File: config.mk
export PLATFORM = sky130hd
export DESIGN_NAME = hprkc_keypad_ctrl
export DESIGN_NICKNAME = d
export VERILOG_FILES = /design/src/hprkc_pkg.sv /design/src/hprkc_hold_timer.sv /design/src/hprkc_keypad_ctrl.sv
export VERILOG_INCLUDE_DIRS = /design/src
export SDC_FILE = /design/constraint.sdc
export NUM_CORES = 1
export LEC_CHECK = 0
export BUFFER_PORTS_ARGS = -buffer_cell sky130_fd_sc_hd__buf_2
export CORE_UTILIZATION = 58
export DETAILED_ROUTE_END_ITERATION = 6
export GPL_TIMING_DRIVEN = 1
export HOLD_SLACK_MARGIN = 0.05
export PLACE_DENSITY = 0.89
export SKIP_CTS_REPAIR_TIMING = 1
export SKIP_LAST_GASP = 1
export SLEW_MARGIN = 20
export SYNTH_ARGS = -nofsm -noshare
export SYNTH_HDL_FRONTEND = slang
export SYNTH_SLANG_ARGS = --single-unit
File: constraint.sdc
create_clock -name mclk -period 6.51 [get_ports mclk]
set_input_delay 0.3255 -clock mclk [delete_from_list [all_inputs] [get_ports mclk]]
set_output_delay 0.3255 -clock mclk [all_outputs]
set_load 0.02 [all_outputs]
File: src/hprkc_map.svh
// How it works
// - Power line floats except while pulsing
// - Reset line floats except while pulsing
// - Sense low, confirm 0.25 s: power pulse
// - Sense high, cancel 4 s: power pulse
// - Held cancel extends pulse up to 5 s
// - Sense high, confirm 4 s: 1 s reset
// - Restart self after keypad reset pulse
// - Separate enables for the three functions
// - Blank display while host sense low
// - Sense pin needs mode 011, flag 0
// - Control pins need mode 010, flag 0
// - Pin command 34 with three data bytes
// - Five pins indexed 0 to 4
// - Packet carries type, length, data, CRC
// - Every packet acknowledged within 250 ms
`ifndef HPRKC_MAP_SVH
`define HPRKC_MAP_SVH

// ***************************************************************
// Register byte addresses
// ***************************************************************
`define HPRKC_CTRL_ADDR     12'h000
`define HPRKC_STATUS_ADDR   12'h004
`define HPRKC_PKT0_ADDR     12'h008
`define HPRKC_PKT1_ADDR     12'h00c
`define HPRKC_PINCFG_ADDR   12'h010

// ***************************************************************
// Reset values and field codes
// ***************************************************************
`define HPRKC_CTRL_RESET    32'h03e8_0000
`define HPRKC_MODE_SENSE    3'h3
`define HPRKC_MODE_HIZ      3'h2
`define HPRKC_PIN_CMD       8'h22
`define HPRKC_PIN_LEN       8'h03
`define HPRKC_NUM_PINS      5
`define HPRKC_PIN_SENSE     3'h1
`define HPRKC_PIN_POWER     3'h2
`define HPRKC_PIN_RESET     3'h3
`define HPRKC_PIN_MAX       8'h04
`define HPRKC_CRC_INIT      16'hffff
`define HPRKC_CRC_POLY      16'h8408

// ***************************************************************
// Timing: clock, tick and hold times
// ***************************************************************
`define HPRKC_CLK_HZ        200000000
`define HPRKC_TICK_US       1000
`define HPRKC_TICK_CYCLES   (`HPRKC_CLK_HZ / 1000000 * `HPRKC_TICK_US)
`define HPRKC_ON_HOLD_MS    250
`define HPRKC_OFF_HOLD_MS   4000
`define HPRKC_RST_HOLD_MS   4000
`define HPRKC_EXT_MS        5000
`define HPRKC_RST_PULSE_MS  1000
`define HPRKC_ACK_MS        250
`define HPRKC_MS2T(ms)      ((ms) * 1000 / `HPRKC_TICK_US)

`endif

File: src/hprkc_pkg.sv
package hprkc_pkg;

  // Control word layout
  typedef struct packed {
    logic [15:0] pulse_ms;    // Power pulse width in ms
    logic [8:0]  pad;         // Reads zero
    logic        sense_sel;   // 1: sense through pin 1
    logic        blank_en;    // Blank display when host off
    logic        rst_high;    // Reset asserts high
    logic        pwr_invert;  // Power pulse drives high
    logic        rst_en;      // Forced reset enable
    logic        off_en;      // Forced power-off enable
    logic        on_en;       // Power-on enable
  } hprkc_ctrl_t;

  // One pin's configuration
  typedef struct packed {
    logic       user;         // Claimed for user use
    logic [2:0] mode;         // pin_drive_mode
  } hprkc_pincfg_t;

  // Keypad sequencer states
  typedef enum logic [2:0] {
    HPRKC_IDLE,
    HPRKC_PWR_ON,
    HPRKC_PWR_OFF,
    HPRKC_PWR_EXT,
    HPRKC_RST,
    HPRKC_RESTART,
    HPRKC_WAIT_REL
  } hprkc_state_t;

endpackage : hprkc_pkg

File: src/hprkc_hold_timer.sv
`timescale 1ns/1ps
`include "hprkc_map.svh"

module hprkc_hold_timer
  import hprkc_pkg::*;
(
  input  wire logic        mclk,
  input  wire logic        srst,
  input  wire logic        key,
  input  wire logic        tick,
  output logic [12:0]      held_ms
);

  // ***************************************************************
  // Continuous-press counter
  // ***************************************************************
  // Any release clears the count, so only an unbroken press matures
  always_ff @(posedge mclk)
  begin
    if (srst || !key)
    begin
      held_ms <= 13'h0000;
    end
    else if (tick && held_ms != 13'h1fff)
    begin
      // Saturate rather than wrap into a false short hold
      held_ms <= held_ms + 13'h0001;
    end
  end

endmodule : hprkc_hold_timer

File: src/hprkc_keypad_ctrl.sv
// The APB register port and the placing of the registers were decided locally.
`timescale 1ns/1ps
`include "hprkc_map.svh"

module hprkc_keypad_ctrl
  import hprkc_pkg::*;
#(
  parameter int TICK_CYCLES = `HPRKC_TICK_CYCLES
)
(
  input  wire logic        mclk,
  input  wire logic        srst,
  input  wire logic        psel,
  input  wire logic        penable,
  input  wire logic        pwrite,
  input  wire logic [11:0] paddr,
  input  wire logic [31:0] pwdata,
  output logic [31:0]      prdata,
  output logic             pready,
  output logic             pslverr,
  input  wire logic        sense_pin,
  input  wire logic        gpio1_in,
  input  wire logic        enter_key,
  input  wire logic        cancel_key,
  output logic             pwr_out,
  output logic             pwr_oe_n,
  output logic             rst_out,
  output logic             rst_oe_n,
  output logic             display_blank,
  output logic             self_restart,
  output logic             pkt_ack
);

  // ***************************************************************
  // Time constants in ms ticks
  // ***************************************************************
  localparam logic [12:0] ON_HOLD   = 13'(`HPRKC_MS2T(`HPRKC_ON_HOLD_MS));
  localparam logic [12:0] OFF_HOLD  = 13'(`HPRKC_MS2T(`HPRKC_OFF_HOLD_MS));
  localparam logic [12:0] RST_HOLD  = 13'(`HPRKC_MS2T(`HPRKC_RST_HOLD_MS));
  localparam logic [15:0] EXT_T     = 16'(`HPRKC_MS2T(`HPRKC_EXT_MS));
  localparam logic [15:0] RST_T     = 16'(`HPRKC_MS2T(`HPRKC_RST_PULSE_MS));

  hprkc_ctrl_t   ctrl;                         // Control register
  hprkc_pincfg_t pincfg [`HPRKC_NUM_PINS];     // Pin setup table
  hprkc_state_t  state;                        // Sequencer state
  logic [31:0]   pkt0;                         // Type, len, d0, d1
  logic [31:0]   tick_cnt;                     // Tick divider
  logic          tick;                         // One-ms enable
  logic [15:0]   pcnt;                         // Pulse length count
  logic [1:0]    sense_sy, gpio1_sy;           // Synchronisers
  logic [1:0]    enter_sy, cancel_sy;          // Synchronisers
  logic          sense;                        // Host power level
  logic          enter_s, cancel_s;            // Clean key levels
  logic [12:0]   enter_ms, cancel_ms;          // Hold durations
  logic          pkt_ok, pkt_err;              // Sticky packet flags
  logic          setup, acc_wr;                // APB phases
  logic          go;                           // Packet submitted
  logic [15:0]   pkt_crc;                      // CRC over packet
  logic          cmd_good;                     // Packet accepted
  logic          sense_ok, pwr_ok, rst_ok;     // Pin roles valid
  logic          fire_on, fire_off, fire_rst;  // Keypad triggers

  // ***************************************************************
  // Input synchronisers and ms tick
  // ***************************************************************
  // Every pin crosses two flops before anything looks at it
  always_ff @(posedge mclk)
  begin
    if (srst)
    begin
      sense_sy  <= 2'h0;
      gpio1_sy  <= 2'h0;
      enter_sy  <= 2'h0;
      cancel_sy <= 2'h0;
    end
    else
    begin
      sense_sy  <= {sense_sy[0], sense_pin};
      gpio1_sy  <= {gpio1_sy[0], gpio1_in};
      enter_sy  <= {enter_sy[0], enter_key};
      cancel_sy <= {cancel_sy[0], cancel_key};
    end
  end

  // Divider giving a one-cycle enable each millisecond
  always_ff @(posedge mclk)
  begin
    if (srst)
    begin
      tick_cnt <= 32'h0000_0000;
      tick     <= 1'b0;
    end
    else if (tick_cnt == 32'(TICK_CYCLES - 1))
    begin
      tick_cnt <= 32'h0000_0000;
      tick     <= 1'b1;
    end
    else
    begin
      tick_cnt <= tick_cnt + 32'h0000_0001;
      tick     <= 1'b0;
    end
  end

  assign enter_s  = enter_sy[1];
  assign cancel_s = cancel_sy[1];

  // Pin roles only hold while the pin keeps its default setup
  assign sense_ok = pincfg[`HPRKC_PIN_SENSE].mode == `HPRKC_MODE_SENSE
                    && !pincfg[`HPRKC_PIN_SENSE].user;
  assign pwr_ok   = pincfg[`HPRKC_PIN_POWER].mode == `HPRKC_MODE_HIZ
                    && !pincfg[`HPRKC_PIN_POWER].user;
  assign rst_ok   = pincfg[`HPRKC_PIN_RESET].mode == `HPRKC_MODE_HIZ
                    && !pincfg[`HPRKC_PIN_RESET].user;

  // With sense_sel set, a misconfigured sense pin reads as host off
  assign sense = ctrl.sense_sel ? (gpio1_sy[1] && sense_ok)
                                : sense_sy[1];

  // ***************************************************************
  // Key hold timers
  // ***************************************************************
  hprkc_hold_timer u_enter_hold (
    .mclk    (mclk),
    .srst    (srst),
    .key     (enter_s),
    .tick    (tick),
    .held_ms (enter_ms)
  );

  hprkc_hold_timer u_cancel_hold (
    .mclk    (mclk),
    .srst    (srst),
    .key     (cancel_s),
    .tick    (tick),
    .held_ms (cancel_ms)
  );

  // Each function has its own enable and sense condition
  assign fire_on  = ctrl.on_en && !sense
                    && enter_ms >= ON_HOLD;
  assign fire_off = ctrl.off_en && sense
                    && cancel_ms >= OFF_HOLD;
  assign fire_rst = ctrl.rst_en && sense
                    && enter_ms >= RST_HOLD;

  // ***************************************************************
  // Keypad sequencer
  // ***************************************************************
  always_ff @(posedge mclk)
  begin
    if (srst)
    begin
      state <= HPRKC_IDLE;
      pcnt  <= 16'h0000;
    end
    else
    begin
      unique case (state)
        HPRKC_IDLE:
        begin
          pcnt <= 16'h0000;
          // Reset wins over power-off if both keys mature together
          if (fire_rst)
          begin
            state <= HPRKC_RST;
          end
          else if (fire_off)
          begin
            state <= HPRKC_PWR_OFF;
          end
          else if (fire_on)
          begin
            state <= HPRKC_PWR_ON;
          end
        end
        HPRKC_PWR_ON:
        begin
          // Fixed pulse of the configured width
          if (pcnt >= ctrl.pulse_ms)
          begin
            state <= HPRKC_WAIT_REL;
          end
          else if (tick)
          begin
            pcnt <= pcnt + 16'h0001;
          end
        end
        HPRKC_PWR_OFF:
        begin
          // Minimum width, then extend while cancel is held
          if (pcnt >= ctrl.pulse_ms)
          begin
            pcnt  <= 16'h0000;
            state <= cancel_s ? HPRKC_PWR_EXT
                              : HPRKC_WAIT_REL;
          end
          else if (tick)
          begin
            pcnt <= pcnt + 16'h0001;
          end
        end
        HPRKC_PWR_EXT:
        begin
          if (!cancel_s || pcnt >= EXT_T)
          begin
            state <= HPRKC_WAIT_REL;
          end
          else if (tick)
          begin
            pcnt <= pcnt + 16'h0001;
          end
        end
        HPRKC_RST:
        begin
          if (pcnt >= RST_T)
          begin
            state <= HPRKC_RESTART;
          end
          else if (tick)
          begin
            pcnt <= pcnt + 16'h0001;
          end
        end
        HPRKC_RESTART:
        begin
          state <= HPRKC_WAIT_REL;
        end
        HPRKC_WAIT_REL:
        begin
          // Keys must come up before a new action can arm
          pcnt <= 16'h0000;
          if (!enter_s && !cancel_s)
          begin
            state <= HPRKC_IDLE;
          end
        end
      endcase
    end
  end

  // ***************************************************************
  // Pin and display outputs
  // ***************************************************************
  // Drivers are enabled only inside a pulse; otherwise high-Z
  always_ff @(posedge mclk)
  begin
    if (srst)
    begin
      pwr_oe_n      <= 1'b1;
      pwr_out       <= 1'b0;
      rst_oe_n      <= 1'b1;
      rst_out       <= 1'b0;
      display_blank <= 1'b0;
      self_restart  <= 1'b0;
    end
    else
    begin
      pwr_oe_n <= !(pwr_ok && (state == HPRKC_PWR_ON
                  || state == HPRKC_PWR_OFF
                  || state == HPRKC_PWR_EXT));
      pwr_out  <= ctrl.pwr_invert;
      rst_oe_n <= !(rst_ok && state == HPRKC_RST);
      rst_out  <= ctrl.rst_high;
      display_blank <= ctrl.blank_en && !sense;
      self_restart  <= state == HPRKC_RESTART;
    end
  end

  // ***************************************************************
  // Packet CRC
  // ***************************************************************
  // Reflected CRC-16 over type, length and the three data bytes
  function automatic logic [15:0] hprkc_crc(input logic [39:0] bytes);
    logic [15:0] c;
    c = `HPRKC_CRC_INIT;
    for (int i = 0; i < 40; i++)
    begin
      if (c[0] ^ bytes[i])
      begin
        c = (c >> 1) ^ `HPRKC_CRC_POLY;
      end
      else
      begin
        c = c >> 1;
      end
    end
    return ~c;
  endfunction : hprkc_crc

  assign pkt_crc  = hprkc_crc({pwdata[7:0], pkt0});
  assign cmd_good = pkt_crc == pwdata[23:8]
                    && pkt0[7:0] == `HPRKC_PIN_CMD
                    && pkt0[15:8] == `HPRKC_PIN_LEN
                    && pkt0[23:16] <= `HPRKC_PIN_MAX;

  // ***************************************************************
  // APB slave
  // ***************************************************************
  assign setup  = psel && !penable;
  assign acc_wr = psel && penable && pwrite && pready;
  assign go     = acc_wr && paddr == `HPRKC_PKT1_ADDR;

  // Zero wait states; pready rises for the access phase
  always_ff @(posedge mclk)
  begin
    if (srst)
    begin
      pready  <= 1'b0;
      pslverr <= 1'b0;
      prdata  <= 32'h0000_0000;
    end
    else
    begin
      pready  <= setup;
      pslverr <= setup && !(paddr == `HPRKC_CTRL_ADDR
                 || paddr == `HPRKC_STATUS_ADDR
                 || paddr == `HPRKC_PKT0_ADDR
                 || paddr == `HPRKC_PKT1_ADDR
                 || paddr == `HPRKC_PINCFG_ADDR);
      prdata  <= 32'h0000_0000;
      if (setup && !pwrite)
      begin
        unique case (paddr)
          `HPRKC_CTRL_ADDR:   prdata <= ctrl;
          `HPRKC_STATUS_ADDR: prdata <= {21'h00000, state, pkt_err,
                              pkt_ok, display_blank, !rst_oe_n,
                              !pwr_oe_n, cancel_s, enter_s, sense};
          `HPRKC_PKT0_ADDR:   prdata <= pkt0;
          `HPRKC_PINCFG_ADDR: prdata <= {12'h000, pincfg[4], pincfg[3],
                              pincfg[2], pincfg[1], pincfg[0]};
          default:            prdata <= 32'h0000_0000;
        endcase
      end
    end
  end

  // Control and packet staging registers
  always_ff @(posedge mclk)
  begin
    if (srst)
    begin
      ctrl <= `HPRKC_CTRL_RESET;
      pkt0 <= 32'h0000_0000;
    end
    else if (acc_wr && paddr == `HPRKC_CTRL_ADDR)
    begin
      ctrl     <= pwdata;
      ctrl.pad <= 9'h000;
    end
    else if (acc_wr && paddr == `HPRKC_PKT0_ADDR)
    begin
      pkt0 <= pwdata;
    end
  end

  // Pin table; defaults give pins 1 to 3 their host roles
  always_ff @(posedge mclk)
  begin
    if (srst)
    begin
      for (int i = 0; i < `HPRKC_NUM_PINS; i++)
      begin
        pincfg[i] <= {1'b0, `HPRKC_MODE_HIZ};
      end
      pincfg[`HPRKC_PIN_SENSE] <= {1'b0, `HPRKC_MODE_SENSE};
    end
    else if (go && cmd_good)
    begin
      pincfg[pkt0[18:16]] <= {pkt0[31:24] != 8'h00,
                              pwdata[2:0]};
    end
  end

  // Sticky packet flags; a new event beats a write-one clear
  always_ff @(posedge mclk)
  begin
    if (srst)
    begin
      pkt_ok  <= 1'b0;
      pkt_err <= 1'b0;
      pkt_ack <= 1'b0;
    end
    else
    begin
      pkt_ack <= go;
      if (go && cmd_good)
      begin
        pkt_ok <= 1'b1;
      end
      else if (acc_wr && paddr == `HPRKC_STATUS_ADDR && pwdata[8])
      begin
        pkt_ok <= 1'b0;
      end
      if (go && !cmd_good)
      begin
        pkt_err <= 1'b1;
      end
      else if (acc_wr && paddr == `HPRKC_STATUS_ADDR && pwdata[9])
      begin
        pkt_err <= 1'b0;
      end
    end
  end

  // ***************************************************************
  // Checks
  // ***************************************************************
  pwr_idle_float_a: assert property (@(posedge mclk)
    disable iff (srst)
    (!pwr_oe_n |-> $past(state) inside {HPRKC_PWR_ON, HPRKC_PWR_OFF,
     HPRKC_PWR_EXT}))
    else $error("power line driven outside a pulse");
  rst_level_a: assert property (@(posedge mclk)
    disable iff (srst)
    (!rst_oe_n |-> rst_out == $past(ctrl.rst_high)
     && $past(state) == HPRKC_RST))
    else $error("reset line wrong level or state");
  on_hold_a: assert property (@(posedge mclk)
    disable iff (srst)
    (state == HPRKC_IDLE && fire_on && !fire_rst && !fire_off
     |=> state == HPRKC_PWR_ON && $past(enter_ms) >= ON_HOLD))
    else $error("power-on not started after hold");
  off_min_a: assert property (@(posedge mclk)
    disable iff (srst)
    (state == HPRKC_PWR_OFF ##1 state != HPRKC_PWR_OFF
     |-> $past(pcnt) >= $past(ctrl.pulse_ms)))
    else $error("power-off pulse cut short");
  ext_limit_a: assert property (@(posedge mclk)
    disable iff (srst)
    (state == HPRKC_PWR_EXT |-> pcnt <= EXT_T))
    else $error("extension beyond five seconds");
  rst_len_a: assert property (@(posedge mclk)
    disable iff (srst)
    ($fell(state == HPRKC_RST) |-> state == HPRKC_RESTART
     && $past(pcnt) == RST_T))
    else $error("reset pulse wrong length");
  self_restart_a: assert property (@(posedge mclk)
    disable iff (srst)
    (state == HPRKC_RESTART |=> self_restart ##1 !self_restart))
    else $error("self restart not pulsed");
  off_enable_a: assert property (@(posedge mclk)
    disable iff (srst)
    (state == HPRKC_IDLE && !ctrl.off_en && !fire_rst && !fire_on
     |=> state == HPRKC_IDLE))
    else $error("disabled function started");
  display_blank_a: assert property (@(posedge mclk)
    disable iff (srst)
    (ctrl.blank_en && !sense |=> display_blank))
    else $error("display not blanked");
  pkt_ack_a: assert property (@(posedge mclk)
    disable iff (srst)
    (go |=> pkt_ack ##0 (pkt_ok || pkt_err)))
    else $error("packet not acknowledged");
  key_release_a: assert property (@(posedge mclk)
    disable iff (srst)
    (!enter_s ##1 !enter_s |-> enter_ms == 13'h0000))
    else $error("hold count survived release");

endmodule : hprkc_keypad_ctrl

# Word level (Yosys, flattened, before mapping)
# Memories as Yosys holds them, arrays and structs flattened.
# Cells that the tools add are included.
# Widths: inputs -> output; s select.
# classes
n_addsub,4
mul,0
n_div,0
order_cmp,7
n_eq_ne,28
shifts,0
mux,72
n_bitwise,82
n_reduce_logical,69
# op_table
cell,count
$mux 16,45
$pmux 32 s4,1
$not 2->3,39
$pmux 16 s5,1
$xor 1x1->1,39
$logic_and 1x1->1,33
$add 32x1->32 const B,1
$eq 32x18->1 const B,1
$mux 3,10
$add 13x1->13 const B,2
$ge 13x12->1 const B,2
$ne 13x13->1 const B,2
$eq 12x4->1 const B,2
$pmux 3 s7,1
$add 16x1->16 const B,1
$eq 16x16->1,1
$ge 16x10->1 const B,1
$ge 16x13->1 const B,1
$ge 16x16->1,1
$ne 2x2->1 const B,8
$not 16->16,1
$eq 3x2->1 const B,5
$logic_not 1->1,14
$ge 13x8->1 const B,1
other kinds (23),49
# totals
regBits,184
latchBits,0
mem_bits_rw,20
romBits,0
input_bits,53
output_inout_bits,41
elab_cells,294
n_memories,1
# mem_list
name,depth,word_bits,read_ports,rd_ports_with_merged_regs,write_ports,line,source
pincfg,5,4,5,0,5,hprkc_keypad_ctrl.sv:44,hprkc_pincfg_t pincfg [`HPRKC_NUM_PINS];

# Logic depth before layout (Yosys ltp)
# logic_depth
depth_word,90
ltp_mapped,15
depth_no_buf,13

# Hierarchy
# Synthesis repeated with hierarchy kept, for this count alone.
# hier_totals
hier_cells,1164
hier_area_um2,10361.2
# by_module_without_submodules
mod,instances,cells_per_inst,area_per_inst_um2,seq_area_each_um2
hprkc_keypad_ctrl,1,1020,9115.0,3763.6
hprkc_hold_timer,2,72,623.1,260.2

# Worst setup path after synthesis
# No wires, ideal clock.
# synth_timing
kind,register to register
startpoint,register pkt0[0]
endpoint,memory pincfg[0][1] (netlist bit) (data pin)
setup_ns,0.259
arrival_ns,3.683
t_required_ns,6.251
setup_slack_ns,2.568
path_stages_with_launch,12
n_path_buf,0
period_less_slack_ns,3.942
cell_sequence,dfxtp_1 xnor3_4 xnor2_1 xor2_2 xnor2_2 xnor2_1 or4_4 a2111oi_2 and4b_1 nand3_2 or4_4 or2_1
# synth_rtl
item,line,source
from (decl),hprkc_keypad_ctrl.sv:46,logic [31:0] pkt0;
from (signal assigned),hprkc_keypad_ctrl.sv:353,pkt0 <= pwdata;
to (decl),hprkc_keypad_ctrl.sv:44,

==> out/summary.txt <==
Status - finished clean
Gr ovfl total - 0
Synth-to-Final Area Change - 13.2%
Crit-path max FO - 7
WS Path Type - reg2reg
Commonest non-fill, non-tap cell in the layout - dfxtp_1
Slew Limit Fails - 0
Die width - 135 um
Placement Cell Area - 11000 um^2
Number of hold violations in the final report - 0
Worst setup SP type - flop
Routability cong. - 0.981
CP dominant cell by count - xnor2_1
FF-to-FF Start - pkt0[4]
Ys async rst share - 0
CTS tree - yes
Synth top area cells - dfxtp_1 36%, xnor2_1 6.4%, nand2_1 5.9%
Max Cap Violations - 0
Diodes inserted - 0
Top FF cell, synth - dfxtp_1
Dpl hpwl - 19100 um
Worst EP arrival - 4.68 ns
Die area - 18400 um^2
Register area - 4280 um^2
Tmin final - 4.46 ns
Maximum clock frequency - 224 MHz
Final net count - 1309
Synth top area share - 0.356
Syn Area/Cell - 8.87 um^2
Final cell count without fillers - 1474
Hold Crit Depth - 2
DRT Pass-1 Iters - 6
Core outline area - 17400 um^2
Max Clock Skew - 0.0236 ns
Max VDD drop - 0.342 mV
Worst-path clk slew - 0.07 ns
DR WL/cell - 18.1 um
LEAKAGE - 4.48 nW
Routed Antenna Nets - 0
Most frequent cells in the layout - 184 x dfxtp_1, 161 x nand2_1, 137 x nor2_1, 93 x buf_2, 81 x a21oi_1
# DRC - 0
Fraction of layout cells with a size suffix above 1 - 0.141
CP Capture Type - flop
Register area share after synthesis - 0.415
Post-DR vias/cell - 6.02
RR Endpoint - pincfg[0][0]
Total power - 2.65 mW
Final WL - 26800 um
Finish-stage setup viols - 0
Via count - 8871
Setup TNS - 0 ns
Slowest cell delay on critical path - 0.57 ns
Pwr Density - 227 nW/um^2
Hold path startpoint - cancel_key
Worst Hold End - cancel_sy[0]
Required time of the critical path - 6.73 ns
Yosys cell types - 66
Row count - 48
Largest net degree at the start of global routing - 38
FF+latch count, synth - 204
Slowest CP cell - xnor3_4
Post-synth EDFFs - 20
Placed cells - 1433
Total CTS buffers - 22
Antenna violations before repair - 0
First-pass GRT wire length - 42800 um
Register-to-Register Path Depth - 11
GRT Util Overall - 0.296
I/O Buffers - 93
Least-Margin Pin Slew - 0.992 ns
Synthesis Warnings - 0
HP Class - in2reg
Design area - 11700 um^2
Cell count after synthesis - 1165
Io pins - 94
Initial drt markers - 1067
Worst rel slew slack - 0.337
Flop-to-flop setup slack - 2.05 ns
Dpl ws - 2.10 ns
RSZ-0062 raised after global routing - no
Dominant cell type by area after synthesis - dfxtp_1
Multi-input logic area - 5700 um^2
Die Y - 135 um
Clk sinks - 204
Htree depth - 1
Post-route setup slack - 2.05 ns
CTS Buffer Depth - 3
Syn Nets - 1241
CTS root buffer - clkbuf_16
Final cycle utilization of the critical path - 0.685
Initial core utilization - 0.595
Mapped Area - 10300 um^2
Crit path cell chain - xnor3_4 > xnor2_1 > xor2_2 > xnor3_1 > xnor2_1 > mux2_2 > o2bb2ai_1 > and4b_1 > nand3_2 > or4_4 > nand2_1
Clock Latency Late Sink - 0.52 ns
Vias in the first global route - 8434
FILL cells - 1281
==> routing by layer <==
metal	track usage	vias to the layer above	wire length, um	part of all wire
met5	0	-	0	0
met4	0.100	0	849	0.032
met3	0.0572	81	2890	0.11
met2	0.468	507	11900	0.45
met1	0.404	4108	11100	0.41
li1	-	4175	-	-
==> worst max-delay path, delay by kind of cell (launching register included) <==
| kind | cells | cell delay [ns] |
|---|---|---|
| multiplexers | 1 | 0.37 |
| AND/OR/NAND/NOR | 4 | 1.14 |
| XOR/XNOR | 5 | 1.84 |
| flip-flops | 1 | 0.51 |
| AO/OA/AOI/OAI | 1 | 0.30 |
==> cell type report <==
type,instances,share of cell area
multi-input cells,860,0.487
clock buffers,27,0.0504
well taps,225,0.0241
repair buffers,102,0.0458
inverters,43,0.0138
flip-flops and latches,204,0.366
clock inverters,13,0.0127
==> stage by stage <==
stage | hold WS (ns) | util
after CTS | 0.0208 | 0.673
after global routing | 0.0554 | 0.674
after global placement | 0.429 | 0.630
after floorplan | 0.414 | -
after detailed placement | 0.433 | 0.631
final | 0.0278 | 0.674
==> worst max path at each step <==
stage             from            to  slack [ns]
6_report       pkt0[4]  pincfg[0][0]        2.05
4_1_cts        pkt0[4]  pincfg[0][2]        2.07
5_1_grt        pkt0[4]  pincfg[0][2]        1.93
2_1_floorplan  pkt0[0]  pincfg[0][1]        2.57
3_3_place_gp   pkt0[4]  pincfg[0][1]        2.27
3_5_place_dp   pkt0[4]  pincfg[0][0]        2.10
==> logic make-up after synthesis <==
logic type      synth area share
simple gates               0.216
flops                      0.415
compound gates             0.121
xor+xnor                   0.167
buf+inv                   0.0375
fa+ha+maj                 0.0278
mux                       0.0155
==> cell usage after synthesis (4+ instances only) <==
master,count
dfxtp_1,184
nand2_1,162
nor2_1,138
a21oi_1,81
xnor2_1,75
clkbuf_1,52
xor2_1,45
inv_1,43
nand3_1,30
o21ai_0,27
nand4_1,25
ha_1,23
a22oi_1,21
edfxtp_1,20
nor3_1,19
xnor3_1,19
and3_1,14
nor2b_1,13
or3_1,13
o211ai_1,12
or4_1,12
a222oi_1,11
nor4_1,11
a21o_1,10
mux2_2,8
o31ai_1,8
mux2i_1,7
or2_2,6
xnor2_2,6
and2_1,5
and4_1,5
nand2b_1,5
nor4b_1,4
==> power breakdown <==
part / internal, mW / total [mW] / switching (mW)
logic: 0.0417 / 0.105 / 0.0633
registers: 1.28 / 1.28 / 0.00683
clock network: 0.735 / 1.26 / 0.527
==> flip-flops by register name (all words and copies together) (netlist names), 3 cells and up <==
signal                 count
u_cancel_hold.held_ms     13
prdata                    32
pcnt                      16
pincfg                    20
u_enter_hold.held_ms      13
pkt0                      32
ctrl                      23
tick_cnt                  32
state                      3
(Power assumes the default switching activity.)
